[src/hdl/flash_prot_consts.svh]
// Offsets, field positions and reset values of the flash protection block
`ifndef FLASH_PROT_CONSTS_SVH
`define FLASH_PROT_CONSTS_SVH

`define OFS_CONTROL_ONE      8'h00
`define OFS_CONTROL_TWO      8'h04
`define OFS_ERASE_SEL_ONE    8'h08
`define OFS_ERASE_SEL_TWO    8'h0C
`define OFS_IRQ_STATUS       8'h10
`define OFS_IRQ_MASK         8'h14
`define OFS_MODE_STATUS      8'h18

`define BIT_WRITE_GATE       6
`define BIT_ERASE            1
`define BIT_PROGRAM          0
`define BIT_ERROR_FLAG       7

`define RST_BYTE             8'h00
`define RST_WORD             32'h0000_0000

`define IRQ_ERROR            0
`define IRQ_HW_ABORT         1
`define IRQ_WIDTH            2

`define RESP_OKAY            2'h0
`define RESP_SLVERR          2'h2

`endif

[src/hdl/flash_prot_pkg.sv]
// Types of the flash protection block
package flash_prot_pkg;
  typedef enum logic [1:0] {
    idle_st,
    program_st,
    erase_st,
    error_st
  } flash_mode_t;
endpackage

[src/hdl/cpu_events_if.sv]
// Synchronised CPU event bundle passed to the protection core
`timescale 1ns/10ps
`default_nettype none
interface cpu_events_if;
  logic flash_read;
  logic exception;
  logic sleep_exec;
  logic bus_release;
  logic low_power;
  logic watchdog_reset;
  modport source (output flash_read, exception, sleep_exec, bus_release,
                  output low_power, watchdog_reset);
  modport sink   (input flash_read, exception, sleep_exec, bus_release,
                  input low_power, watchdog_reset);
endinterface
`default_nettype wire

[src/hdl/flash_program_erase_protection.sv]
// Flash program/erase protection with AXI4-Lite register access
//
// Behaviour
// - Any reset or low-power entry blocks or aborts program and erase.
// - Hardware protection returns control and erase-select registers to reset.
// - With write gate clear, program or erase bits never start an operation.
// - Only selected blocks erase; all-zero selection protects every block.
// - Flash read during an operation sets error flag and aborts.
// - Non-reset exception during an operation sets error flag and aborts.
// - Sleep instruction during an operation sets error flag, error protection.
// - Bus ownership release during an operation sets error flag and aborts.
//
// Local design decisions: the AXI4-Lite slave port and the address map.
`timescale 1ns/10ps
`default_nettype none
`include "flash_prot_consts.svh"
module flash_program_erase_protection
  import flash_prot_pkg::*;
(
  // Clock, reset, enable
  input  wire logic        mclk,
  input  wire logic        rst_n,
  input  wire logic        ce,
  // CPU event pins
  input  wire logic        cpu_flash_read,
  input  wire logic        cpu_exception,
  input  wire logic        cpu_sleep_exec,
  input  wire logic        cpu_bus_release,
  input  wire logic        cpu_low_power,
  input  wire logic        watchdog_reset,
  // AXI4-Lite write address
  input  wire logic        s_axi_awvalid,
  output logic             s_axi_awready,
  input  wire logic [7:0]  s_axi_awaddr,
  // AXI4-Lite write data
  input  wire logic        s_axi_wvalid,
  output logic             s_axi_wready,
  input  wire logic [31:0] s_axi_wdata,
  input  wire logic [3:0]  s_axi_wstrb,
  // AXI4-Lite write response
  output logic             s_axi_bvalid,
  input  wire logic        s_axi_bready,
  output logic [1:0]       s_axi_bresp,
  // AXI4-Lite read address
  input  wire logic        s_axi_arvalid,
  output logic             s_axi_arready,
  input  wire logic [7:0]  s_axi_araddr,
  // AXI4-Lite read data
  output logic             s_axi_rvalid,
  input  wire logic        s_axi_rready,
  output logic [31:0]      s_axi_rdata,
  output logic [1:0]       s_axi_rresp,
  // Flash drive
  output logic             program_active,
  output logic             erase_active,
  output logic [15:0]      erase_blocks,
  // Interrupt
  output logic             irq
);
  cpu_events_if ev ();

  logic [7:0]          control_one;
  logic [7:0]          control_two;
  logic [7:0]          erase_block_select_one;
  logic [7:0]          erase_block_select_two;
  logic [`IRQ_WIDTH-1:0] irq_status;
  logic [`IRQ_WIDTH-1:0] irq_mask;
  flash_mode_t         mode;
  logic                error_set;
  logic                hw_protect;
  logic                hw_protect_q;
  logic                flash_write_gate;
  logic                flash_error_flag;

  // Write channel holding
  logic                aw_held;
  logic                w_held;
  logic [7:0]          aw_addr;
  logic [31:0]         w_data;
  logic [3:0]          w_strb;
  logic                wr_fire;
  logic                wr_known;
  logic                rd_known;
  logic [31:0]         rd_word;
  logic                wr_lane0;
  logic [`IRQ_WIDTH-1:0] irq_events;

  event_sync u_sync
  (
    .mclk (mclk),
    .rst_n(rst_n),
    .ce   (ce),
    .raw  ({watchdog_reset, cpu_low_power, cpu_bus_release,
            cpu_sleep_exec, cpu_exception, cpu_flash_read}),
    .ev   (ev)
  );

  // Hardware protection sources
  assign hw_protect = ev.watchdog_reset || ev.low_power;

  assign flash_write_gate = control_one[`BIT_WRITE_GATE];
  assign flash_error_flag = control_two[`BIT_ERROR_FLAG];

  prot_core u_core
  (
    .mclk       (mclk),
    .rst_n      (rst_n),
    .ce         (ce),
    .hw_protect (hw_protect),
    .write_gate (flash_write_gate),
    .program_req(control_one[`BIT_PROGRAM]),
    .erase_req  (control_one[`BIT_ERASE]),
    .erase_sel  ({erase_block_select_two, erase_block_select_one}),
    .ev         (ev),
    .mode       (mode),
    .error_set  (error_set)
  );

  // Register decode
  assign wr_fire  = aw_held && w_held && !s_axi_bvalid;
  assign wr_lane0 = w_strb[0];
  assign wr_known = (aw_addr == `OFS_CONTROL_ONE) ||
                    (aw_addr == `OFS_CONTROL_TWO) ||
                    (aw_addr == `OFS_ERASE_SEL_ONE) ||
                    (aw_addr == `OFS_ERASE_SEL_TWO) ||
                    (aw_addr == `OFS_IRQ_STATUS) ||
                    (aw_addr == `OFS_IRQ_MASK) ||
                    (aw_addr == `OFS_MODE_STATUS);
  assign rd_known = (s_axi_araddr == `OFS_CONTROL_ONE) ||
                    (s_axi_araddr == `OFS_CONTROL_TWO) ||
                    (s_axi_araddr == `OFS_ERASE_SEL_ONE) ||
                    (s_axi_araddr == `OFS_ERASE_SEL_TWO) ||
                    (s_axi_araddr == `OFS_IRQ_STATUS) ||
                    (s_axi_araddr == `OFS_IRQ_MASK) ||
                    (s_axi_araddr == `OFS_MODE_STATUS);
  assign rd_word =
    (s_axi_araddr == `OFS_CONTROL_ONE)   ? {24'h00_0000, control_one} :
    (s_axi_araddr == `OFS_CONTROL_TWO)   ? {24'h00_0000, control_two} :
    (s_axi_araddr == `OFS_ERASE_SEL_ONE) ?
      {24'h00_0000, erase_block_select_one} :
    (s_axi_araddr == `OFS_ERASE_SEL_TWO) ?
      {24'h00_0000, erase_block_select_two} :
    (s_axi_araddr == `OFS_IRQ_STATUS)    ? {30'h0000_0000, irq_status} :
    (s_axi_araddr == `OFS_IRQ_MASK)      ? {30'h0000_0000, irq_mask} :
    (s_axi_araddr == `OFS_MODE_STATUS)   ? {30'h0000_0000, mode} :
    `RST_WORD;

  assign irq_events[`IRQ_ERROR]    = error_set;
  assign irq_events[`IRQ_HW_ABORT] = hw_protect && !hw_protect_q;

  // Write address and data capture, either order
  always_ff @(posedge mclk or negedge rst_n)
  begin
    if (!rst_n)
    begin
      aw_held       <= 1'b0;
      w_held        <= 1'b0;
      aw_addr       <= 8'h00;
      w_data        <= `RST_WORD;
      w_strb        <= 4'h0;
      s_axi_awready <= 1'b1;
      s_axi_wready  <= 1'b1;
      s_axi_bvalid  <= 1'b0;
      s_axi_bresp   <= `RESP_OKAY;
    end
    else if (ce)
    begin
      if (s_axi_awvalid && s_axi_awready)
      begin
        aw_held       <= 1'b1;
        aw_addr       <= s_axi_awaddr;
        s_axi_awready <= 1'b0;
      end
      if (s_axi_wvalid && s_axi_wready)
      begin
        w_held       <= 1'b1;
        w_data       <= s_axi_wdata;
        w_strb       <= s_axi_wstrb;
        s_axi_wready <= 1'b0;
      end
      if (wr_fire)
      begin
        s_axi_bvalid <= 1'b1;
        s_axi_bresp  <= wr_known ? `RESP_OKAY : `RESP_SLVERR;
      end
      if (s_axi_bvalid && s_axi_bready)
      begin
        s_axi_bvalid  <= 1'b0;
        aw_held       <= 1'b0;
        w_held        <= 1'b0;
        s_axi_awready <= 1'b1;
        s_axi_wready  <= 1'b1;
      end
    end
  end

  // Read channel
  always_ff @(posedge mclk or negedge rst_n)
  begin
    if (!rst_n)
    begin
      s_axi_arready <= 1'b1;
      s_axi_rvalid  <= 1'b0;
      s_axi_rdata   <= `RST_WORD;
      s_axi_rresp   <= `RESP_OKAY;
    end
    else if (ce)
    begin
      if (s_axi_arvalid && s_axi_arready)
      begin
        s_axi_arready <= 1'b0;
        s_axi_rvalid  <= 1'b1;
        s_axi_rdata   <= rd_word;
        s_axi_rresp   <= rd_known ? `RESP_OKAY : `RESP_SLVERR;
      end
      else if (s_axi_rvalid && s_axi_rready)
      begin
        s_axi_rvalid  <= 1'b0;
        s_axi_arready <= 1'b1;
      end
    end
  end

  // Flash control registers
  always_ff @(posedge mclk or negedge rst_n)
  begin
    if (!rst_n)
    begin
      control_one            <= `RST_BYTE;
      control_two            <= `RST_BYTE;
      erase_block_select_one <= `RST_BYTE;
      erase_block_select_two <= `RST_BYTE;
    end
    else if (ce)
    begin
      if (hw_protect)
      begin
        control_one            <= `RST_BYTE;
        control_two            <= `RST_BYTE;
        erase_block_select_one <= `RST_BYTE;
        erase_block_select_two <= `RST_BYTE;
      end
      else
      begin
        if (wr_fire && wr_lane0 && aw_addr == `OFS_CONTROL_ONE)
          control_one <= w_data[7:0];
        if (wr_fire && wr_lane0 && aw_addr == `OFS_ERASE_SEL_ONE)
          erase_block_select_one <= w_data[7:0];
        if (wr_fire && wr_lane0 && aw_addr == `OFS_ERASE_SEL_TWO)
          erase_block_select_two <= w_data[7:0];
        if (error_set)
        begin
          control_two[`BIT_ERROR_FLAG] <= 1'b1;
          control_one[`BIT_PROGRAM]    <= 1'b0;
          control_one[`BIT_ERASE]      <= 1'b0;
        end
      end
    end
  end

  // Interrupt status and mask
  always_ff @(posedge mclk or negedge rst_n)
  begin
    if (!rst_n)
    begin
      irq_status   <= '0;
      irq_mask     <= '0;
      hw_protect_q <= 1'b0;
      irq          <= 1'b0;
    end
    else if (ce)
    begin
      hw_protect_q <= hw_protect;
      if (wr_fire && wr_lane0 && aw_addr == `OFS_IRQ_MASK)
        irq_mask <= w_data[`IRQ_WIDTH-1:0];
      if (wr_fire && wr_lane0 && aw_addr == `OFS_IRQ_STATUS)
        irq_status <= (irq_status & ~w_data[`IRQ_WIDTH-1:0]) | irq_events;
      else
        irq_status <= irq_status | irq_events;
      irq <= |(irq_status & irq_mask);
    end
  end

  // Flash drive outputs
  always_ff @(posedge mclk or negedge rst_n)
  begin
    if (!rst_n)
    begin
      program_active <= 1'b0;
      erase_active   <= 1'b0;
      erase_blocks   <= 16'h0000;
    end
    else if (ce)
    begin
      program_active <= (mode == program_st) && !flash_error_flag;
      erase_active   <= (mode == erase_st) && !flash_error_flag;
      erase_blocks   <= (mode == erase_st) ?
        {erase_block_select_two, erase_block_select_one} : 16'h0000;
    end
  end
endmodule // flash_program_erase_protection
`default_nettype wire

[src/hdl/event_sync.sv]
// Three-stage synchroniser bank for CPU event pins
`timescale 1ns/10ps
`default_nettype none
module event_sync
(
  // Clock and reset
  input  wire logic       mclk,
  input  wire logic       rst_n,
  input  wire logic       ce,
  // Raw pins
  input  wire logic [5:0] raw,
  // Synchronised events
  cpu_events_if.source    ev
);
  logic [5:0] s1;
  logic [5:0] s2;
  logic [5:0] s3;
  logic [5:0] agreed;

  genvar i;
  generate
    for (i = 0; i < 6; i++)
    begin : g_sync
      always_ff @(posedge mclk or negedge rst_n)
      begin
        if (!rst_n)
        begin
          s1[i]     <= 1'b0;
          s2[i]     <= 1'b0;
          s3[i]     <= 1'b0;
          agreed[i] <= 1'b0;
        end
        else if (ce)
        begin
          s1[i] <= raw[i];
          s2[i] <= s1[i];
          s3[i] <= s2[i];
          if (s2[i] == s3[i])
            agreed[i] <= s3[i];
        end
      end
    end
  endgenerate

  assign ev.flash_read     = agreed[0];
  assign ev.exception      = agreed[1];
  assign ev.sleep_exec     = agreed[2];
  assign ev.bus_release    = agreed[3];
  assign ev.low_power      = agreed[4];
  assign ev.watchdog_reset = agreed[5];
endmodule // event_sync
`default_nettype wire

[src/hdl/prot_core.sv]
// Program/erase mode state machine with error protection
`timescale 1ns/10ps
`default_nettype none
module prot_core
  import flash_prot_pkg::*;
(
  // Clock and reset
  input  wire logic        mclk,
  input  wire logic        rst_n,
  input  wire logic        ce,
  // Control
  input  wire logic        hw_protect,
  input  wire logic        write_gate,
  input  wire logic        program_req,
  input  wire logic        erase_req,
  input  wire logic [15:0] erase_sel,
  // Events
  cpu_events_if.sink       ev,
  // Status
  output var  flash_mode_t mode,
  output var  logic        error_set
);
  flash_mode_t next_mode;
  logic        in_op;
  logic        fault;

  assign in_op = (mode == program_st) || (mode == erase_st);
  assign fault = in_op && (ev.flash_read || ev.exception ||
                           ev.sleep_exec || ev.bus_release);
  assign error_set = fault;

  always_comb
  begin
    next_mode = mode;
    unique case (mode)
      idle_st:
        if (write_gate && program_req)
          next_mode = program_st;
        else if (write_gate && erase_req && (erase_sel != 16'h0000))
          next_mode = erase_st;
      program_st:
        if (!program_req || !write_gate)
          next_mode = idle_st;
      erase_st:
        if (!erase_req || !write_gate)
          next_mode = idle_st;
      error_st:
        next_mode = error_st;
    endcase
    if (fault)
      next_mode = error_st;
    if (hw_protect)
      next_mode = idle_st;
  end

  always_ff @(posedge mclk or negedge rst_n)
  begin
    if (!rst_n)
      mode <= idle_st;
    else if (ce)
      mode <= next_mode;
  end
endmodule // prot_core
`default_nettype wire

[config.mk]
export PLATFORM = sky130hd
export DESIGN_NAME = flash_program_erase_protection
export DESIGN_NICKNAME = d
export VERILOG_FILES = /design/src/hdl/flash_prot_pkg.sv /design/src/hdl/cpu_events_if.sv /design/src/hdl/flash_program_erase_protection.sv /design/src/hdl/event_sync.sv /design/src/hdl/prot_core.sv
export VERILOG_INCLUDE_DIRS = /design/src /design/src/hdl
export SDC_FILE = /design/constraint.sdc
export NUM_CORES = 1
export LEC_CHECK = 0
export ABC_AREA = 1
export BUFFER_PORTS_ARGS = -buffer_cell sky130_fd_sc_hd__buf_2
export CELL_PAD_IN_SITES_DETAIL_PLACEMENT = 0
export CELL_PAD_IN_SITES_GLOBAL_PLACEMENT = 1
export CORE_MARGIN = 1
export CORE_UTILIZATION = 40
export CTS_CLUSTER_SIZE = 30
export DETAILED_ROUTE_END_ITERATION = 10
export PLACE_DENSITY = 0.85
export REMOVE_ABC_BUFFERS = 1
export SLEW_MARGIN = 20
export SYNTH_ARGS = -nofsm -noshare
export SYNTH_HDL_FRONTEND = slang
export SYNTH_SLANG_ARGS = --single-unit
[constraint.sdc]
create_clock -name mclk -period 1.95 [get_ports mclk]
set_input_delay 0.0975 -clock mclk [delete_from_list [all_inputs] [get_ports mclk]]
set_output_delay 0.0975 -clock mclk [all_outputs]
set_load 0.005 [all_outputs]
==> flow_summary.ini <==
[run_status]
outcome = finished, final reports clean

[drt]
viasPerCell = 4.783
drcViolationCount = 0
drt_iter0_drc = 224
first_pass_iters = 4
vias = 4094
final_antenna_net_count = 0
routedWlPerCell_um = 12.97
wl_mm = 11.10

[synthesis]
synth-compound-area-share = 0.1224
yosysTopAreaCellShare = 0.5161
synth_area_leaders = dfrtp_1 52%, nand2_1 10%, inv_1 4.6%
seq_area_frac_synth = 0.5314
synth_warnings = 0
synth_fa_ha_area_frac = 0.01217
synth_top_family_by_area = simple AND/OR/NAND/NOR gates
syn_area_per_cell_um2 = 8.831
synth_mux_area_frac = 0.01972
syn_area_mm2 = 0.005140
synth_cell_types = 39
synth-simple-area-share = 0.2074
synth_top_area_cell = dfrtp_1
ys_ff_latch = 109
synth-xor-area-share = 0
synth_cells = 582

[worst_hold_path]
hp-class = input port to flip-flop
min_path_cells = 3

[power]
worst_ir_drop_vdd_mv = 0.4979
p_leak_nw = 3.099
power_density_mw_per_mm2 = 1152

[sta]
maxSlewHeadroom = 0.5689
hold_viol = 0
worst_clock_skew_ps = 10.44
fin_setup_tns_ps = 0
slew_viol_final = 0
rsz0062_at_grt = no
finalSetupViolations = 0
whs_ps = 25.52
worst_slew_pin_slew_ps = 646.7
fin_crit_sh = 0.8433
fmax_mhz = 608.1
period_needed_ps = 1644

[final_layout]
syn_to_final_growth_pct = 19.72
final_util = 0.4896
fin_nets = 750
n_antenna_cell = 0
final_cell_mix = 137 x nand2_1, 106 x dfrtp_1, 71 x buf_2
final_common_cell = nand2_1
fin_area_mm2 = 0.006153
layout-drive-gt1-share = 0.2018
layout.cells.non_filler = 856

[setup_path]
critPathSlowestCell = dfrtp_1
critical_path_required_ps = 2190
cp_max_fo = 13
cpLargestDelayFamily = simple AND/OR/NAND/NOR gates
path_cells = inv_1 -> nand2_2 -> nor2_1 -> nand2_1 -> nor2_1 -> nand2_1 -> nand2_1 -> nor2_1 -> nand2_1 -> o21ai_1
cp-start-kind = flip-flop
worstRegToRegCells = 10
worst_ep_arrival_time_ps = 1880
critPathMaxStageDelay_ps = 370
cp-end-kind = flip-flop
cpMostUsedCell = nand2_1
critPathBufInv = 1
cp.depth = 10
path_class = flip-flop to flip-flop

[grt]
grt_pass1_wl_mm = 18.04
grt_max_degree = 49
antenna_found_initial = 0
grt_overflow = 0
grt_pass1_vias = 3797
grt_use_total = 0.1757

[clock_tree]
clkLatencyLatePin_ps = 360
postCtsSetupBuffers = 0
cts_tree = built
cts_buffers = 9
h-tree-depth = 3
clockBufferDepth = 2
cts_resized = 0
cts_root_buffer = clkbuf_16
cts.clk_slew.worst_paths_ps = 70
cts_sinks = 109

[flow_run]
maxCapViolCount = 0

[floorplan]
rows = 41
die_h_um = 115.4
die_w_um = 115.4
start_util = 0.4090
boundaryPins = 126
fp.coreArea_mm2 = 0.01257
dieArea_mm2 = 0.01331

[placement]
place_area_mm2 = 0.005590
gp_congestion = 0.7990
place_hpwl_mm = 8.044
port_buffers = 72
placed_cells = 816
state kept, by name, summed over array words and instances, names as in the netlist, 6 cells and up:
name                    cells
erase_block_select_one      8
erase_blocks               16
s_axi_rdata                 8
control_one                 8
aw_addr                     8
w_data                      8
erase_block_select_two      8
u_sync.s3                   6
u_sync.s2                   6
u_sync.s1                   6
metrics by stage:
step	power [mW]	worst slack (ps)
final	7.087	305.6
after floorplan	4.431	552.2
after global placement	5.039	372.2
after CTS	7.164	300.6
after detailed placement	5.130	319.7
after global routing	7.551	103.8
synth_stat cells:
master    count
mux2_1        5
or2_2         2
o22ai_1       7
buf_2        10
a31oi_1       2
o211ai_1      2
nor4_4        1
buf_6         2
o21ai_0      42
nor2_2        2
nand3b_1      1
mux2_2        4
nor3_4        1
inv_1        63
inv_2         6
nor3_1        2
nand4_1       5
o32a_1        1
nor4_1        2
nand2_1     137
buf_4        27
dfstp_2       3
nand3_1      34
o31ai_1       2
ha_1          5
nor3_2        1
a21oi_4       1
nor2_1       39
clkbuf_1      3
dfrtp_1     106
nand3_2       2
o21a_1        1
a21boi_1      1
o21ai_2      11
conb_1        1
nor2_4        5
nand2_2       4
o21ai_1      15
a21oi_1      24
metal layers:
| metal | track usage | vias to the layer above | routed length [µm] | share of wire |
|---|---|---|---|---|
| met5 | 0 | - | 0 | 0 |
| met4 | 0.05455 | 0 | 125 | 0.011 |
| met3 | 0.04059 | 11 | 550 | 0.050 |
| met2 | 0.2786 | 116 | 5134 | 0.46 |
| met1 | 0.2389 | 1941 | 5292 | 0.48 |
| li1 | - | 2026 | - | - |
worst register-to-register path, stage by stage, from the launching register on:
cell     delay, ps
dfrtp_1        370
inv_1           80
nand2_2        100
nor2_1         150
nand2_1        100
nor2_1         100
nand2_1        270
nand2_1        140
nor2_1          80
nand2_1         70
o21ai_1         70
power by group:
part	internal [mW]	switching (mW)	total, mW
clock network	1.13	0.839	1.97
registers	2.87	0.399	3.27
logic	0.737	1.11	1.85
total	4.74	2.35	7.09
timing repair:
| item | in CTS | in global routing |
|---|---|---|
| hold endpoints to repair | 65 | 0 |
| setup endpoints to repair | 0 | 0 |
| hold buffers | 24 | 0 |
path summary, 6_finish.rpt:
kind	end	slack, ps	startpoint
setup / recovery	control_one[0]	310	aw_addr[0]
hold reg to reg	s_axi_wready	470	s_axi_wready
max in group asynchronous	u_sync.s1[3]	970	rst_n
min in group asynchronous	erase_blocks[5]	300	rst_n
setup reg to reg	control_one[0]	310	aw_addr[0]
hold / removal	w_data[0]	30	s_axi_wdata[0]
layout make-up:
class / instances / area [µm²]
Fill cell: 1181 / 6415
Sequential cell: 109 / 2731
Inverter: 69 / 259.0
Timing Repair Buffer: 103 / 668.1
Clock inverter: 7 / 97.59
Tap cell: 172 / 215.2
Multi-Input combinational cell: 387 / 1957
Clock buffer: 9 / 225.2
logic make-up (layout without fill, tap and decap cells):
family	count (synthesis)	count (layout)
mux	9	9
fa+ha+maj	5	5
buf+inv	111	188
flops	109	109
compound gates	109	109
other cells	1	26
simple gates	238	238
(Power assumes the default switching activity.)
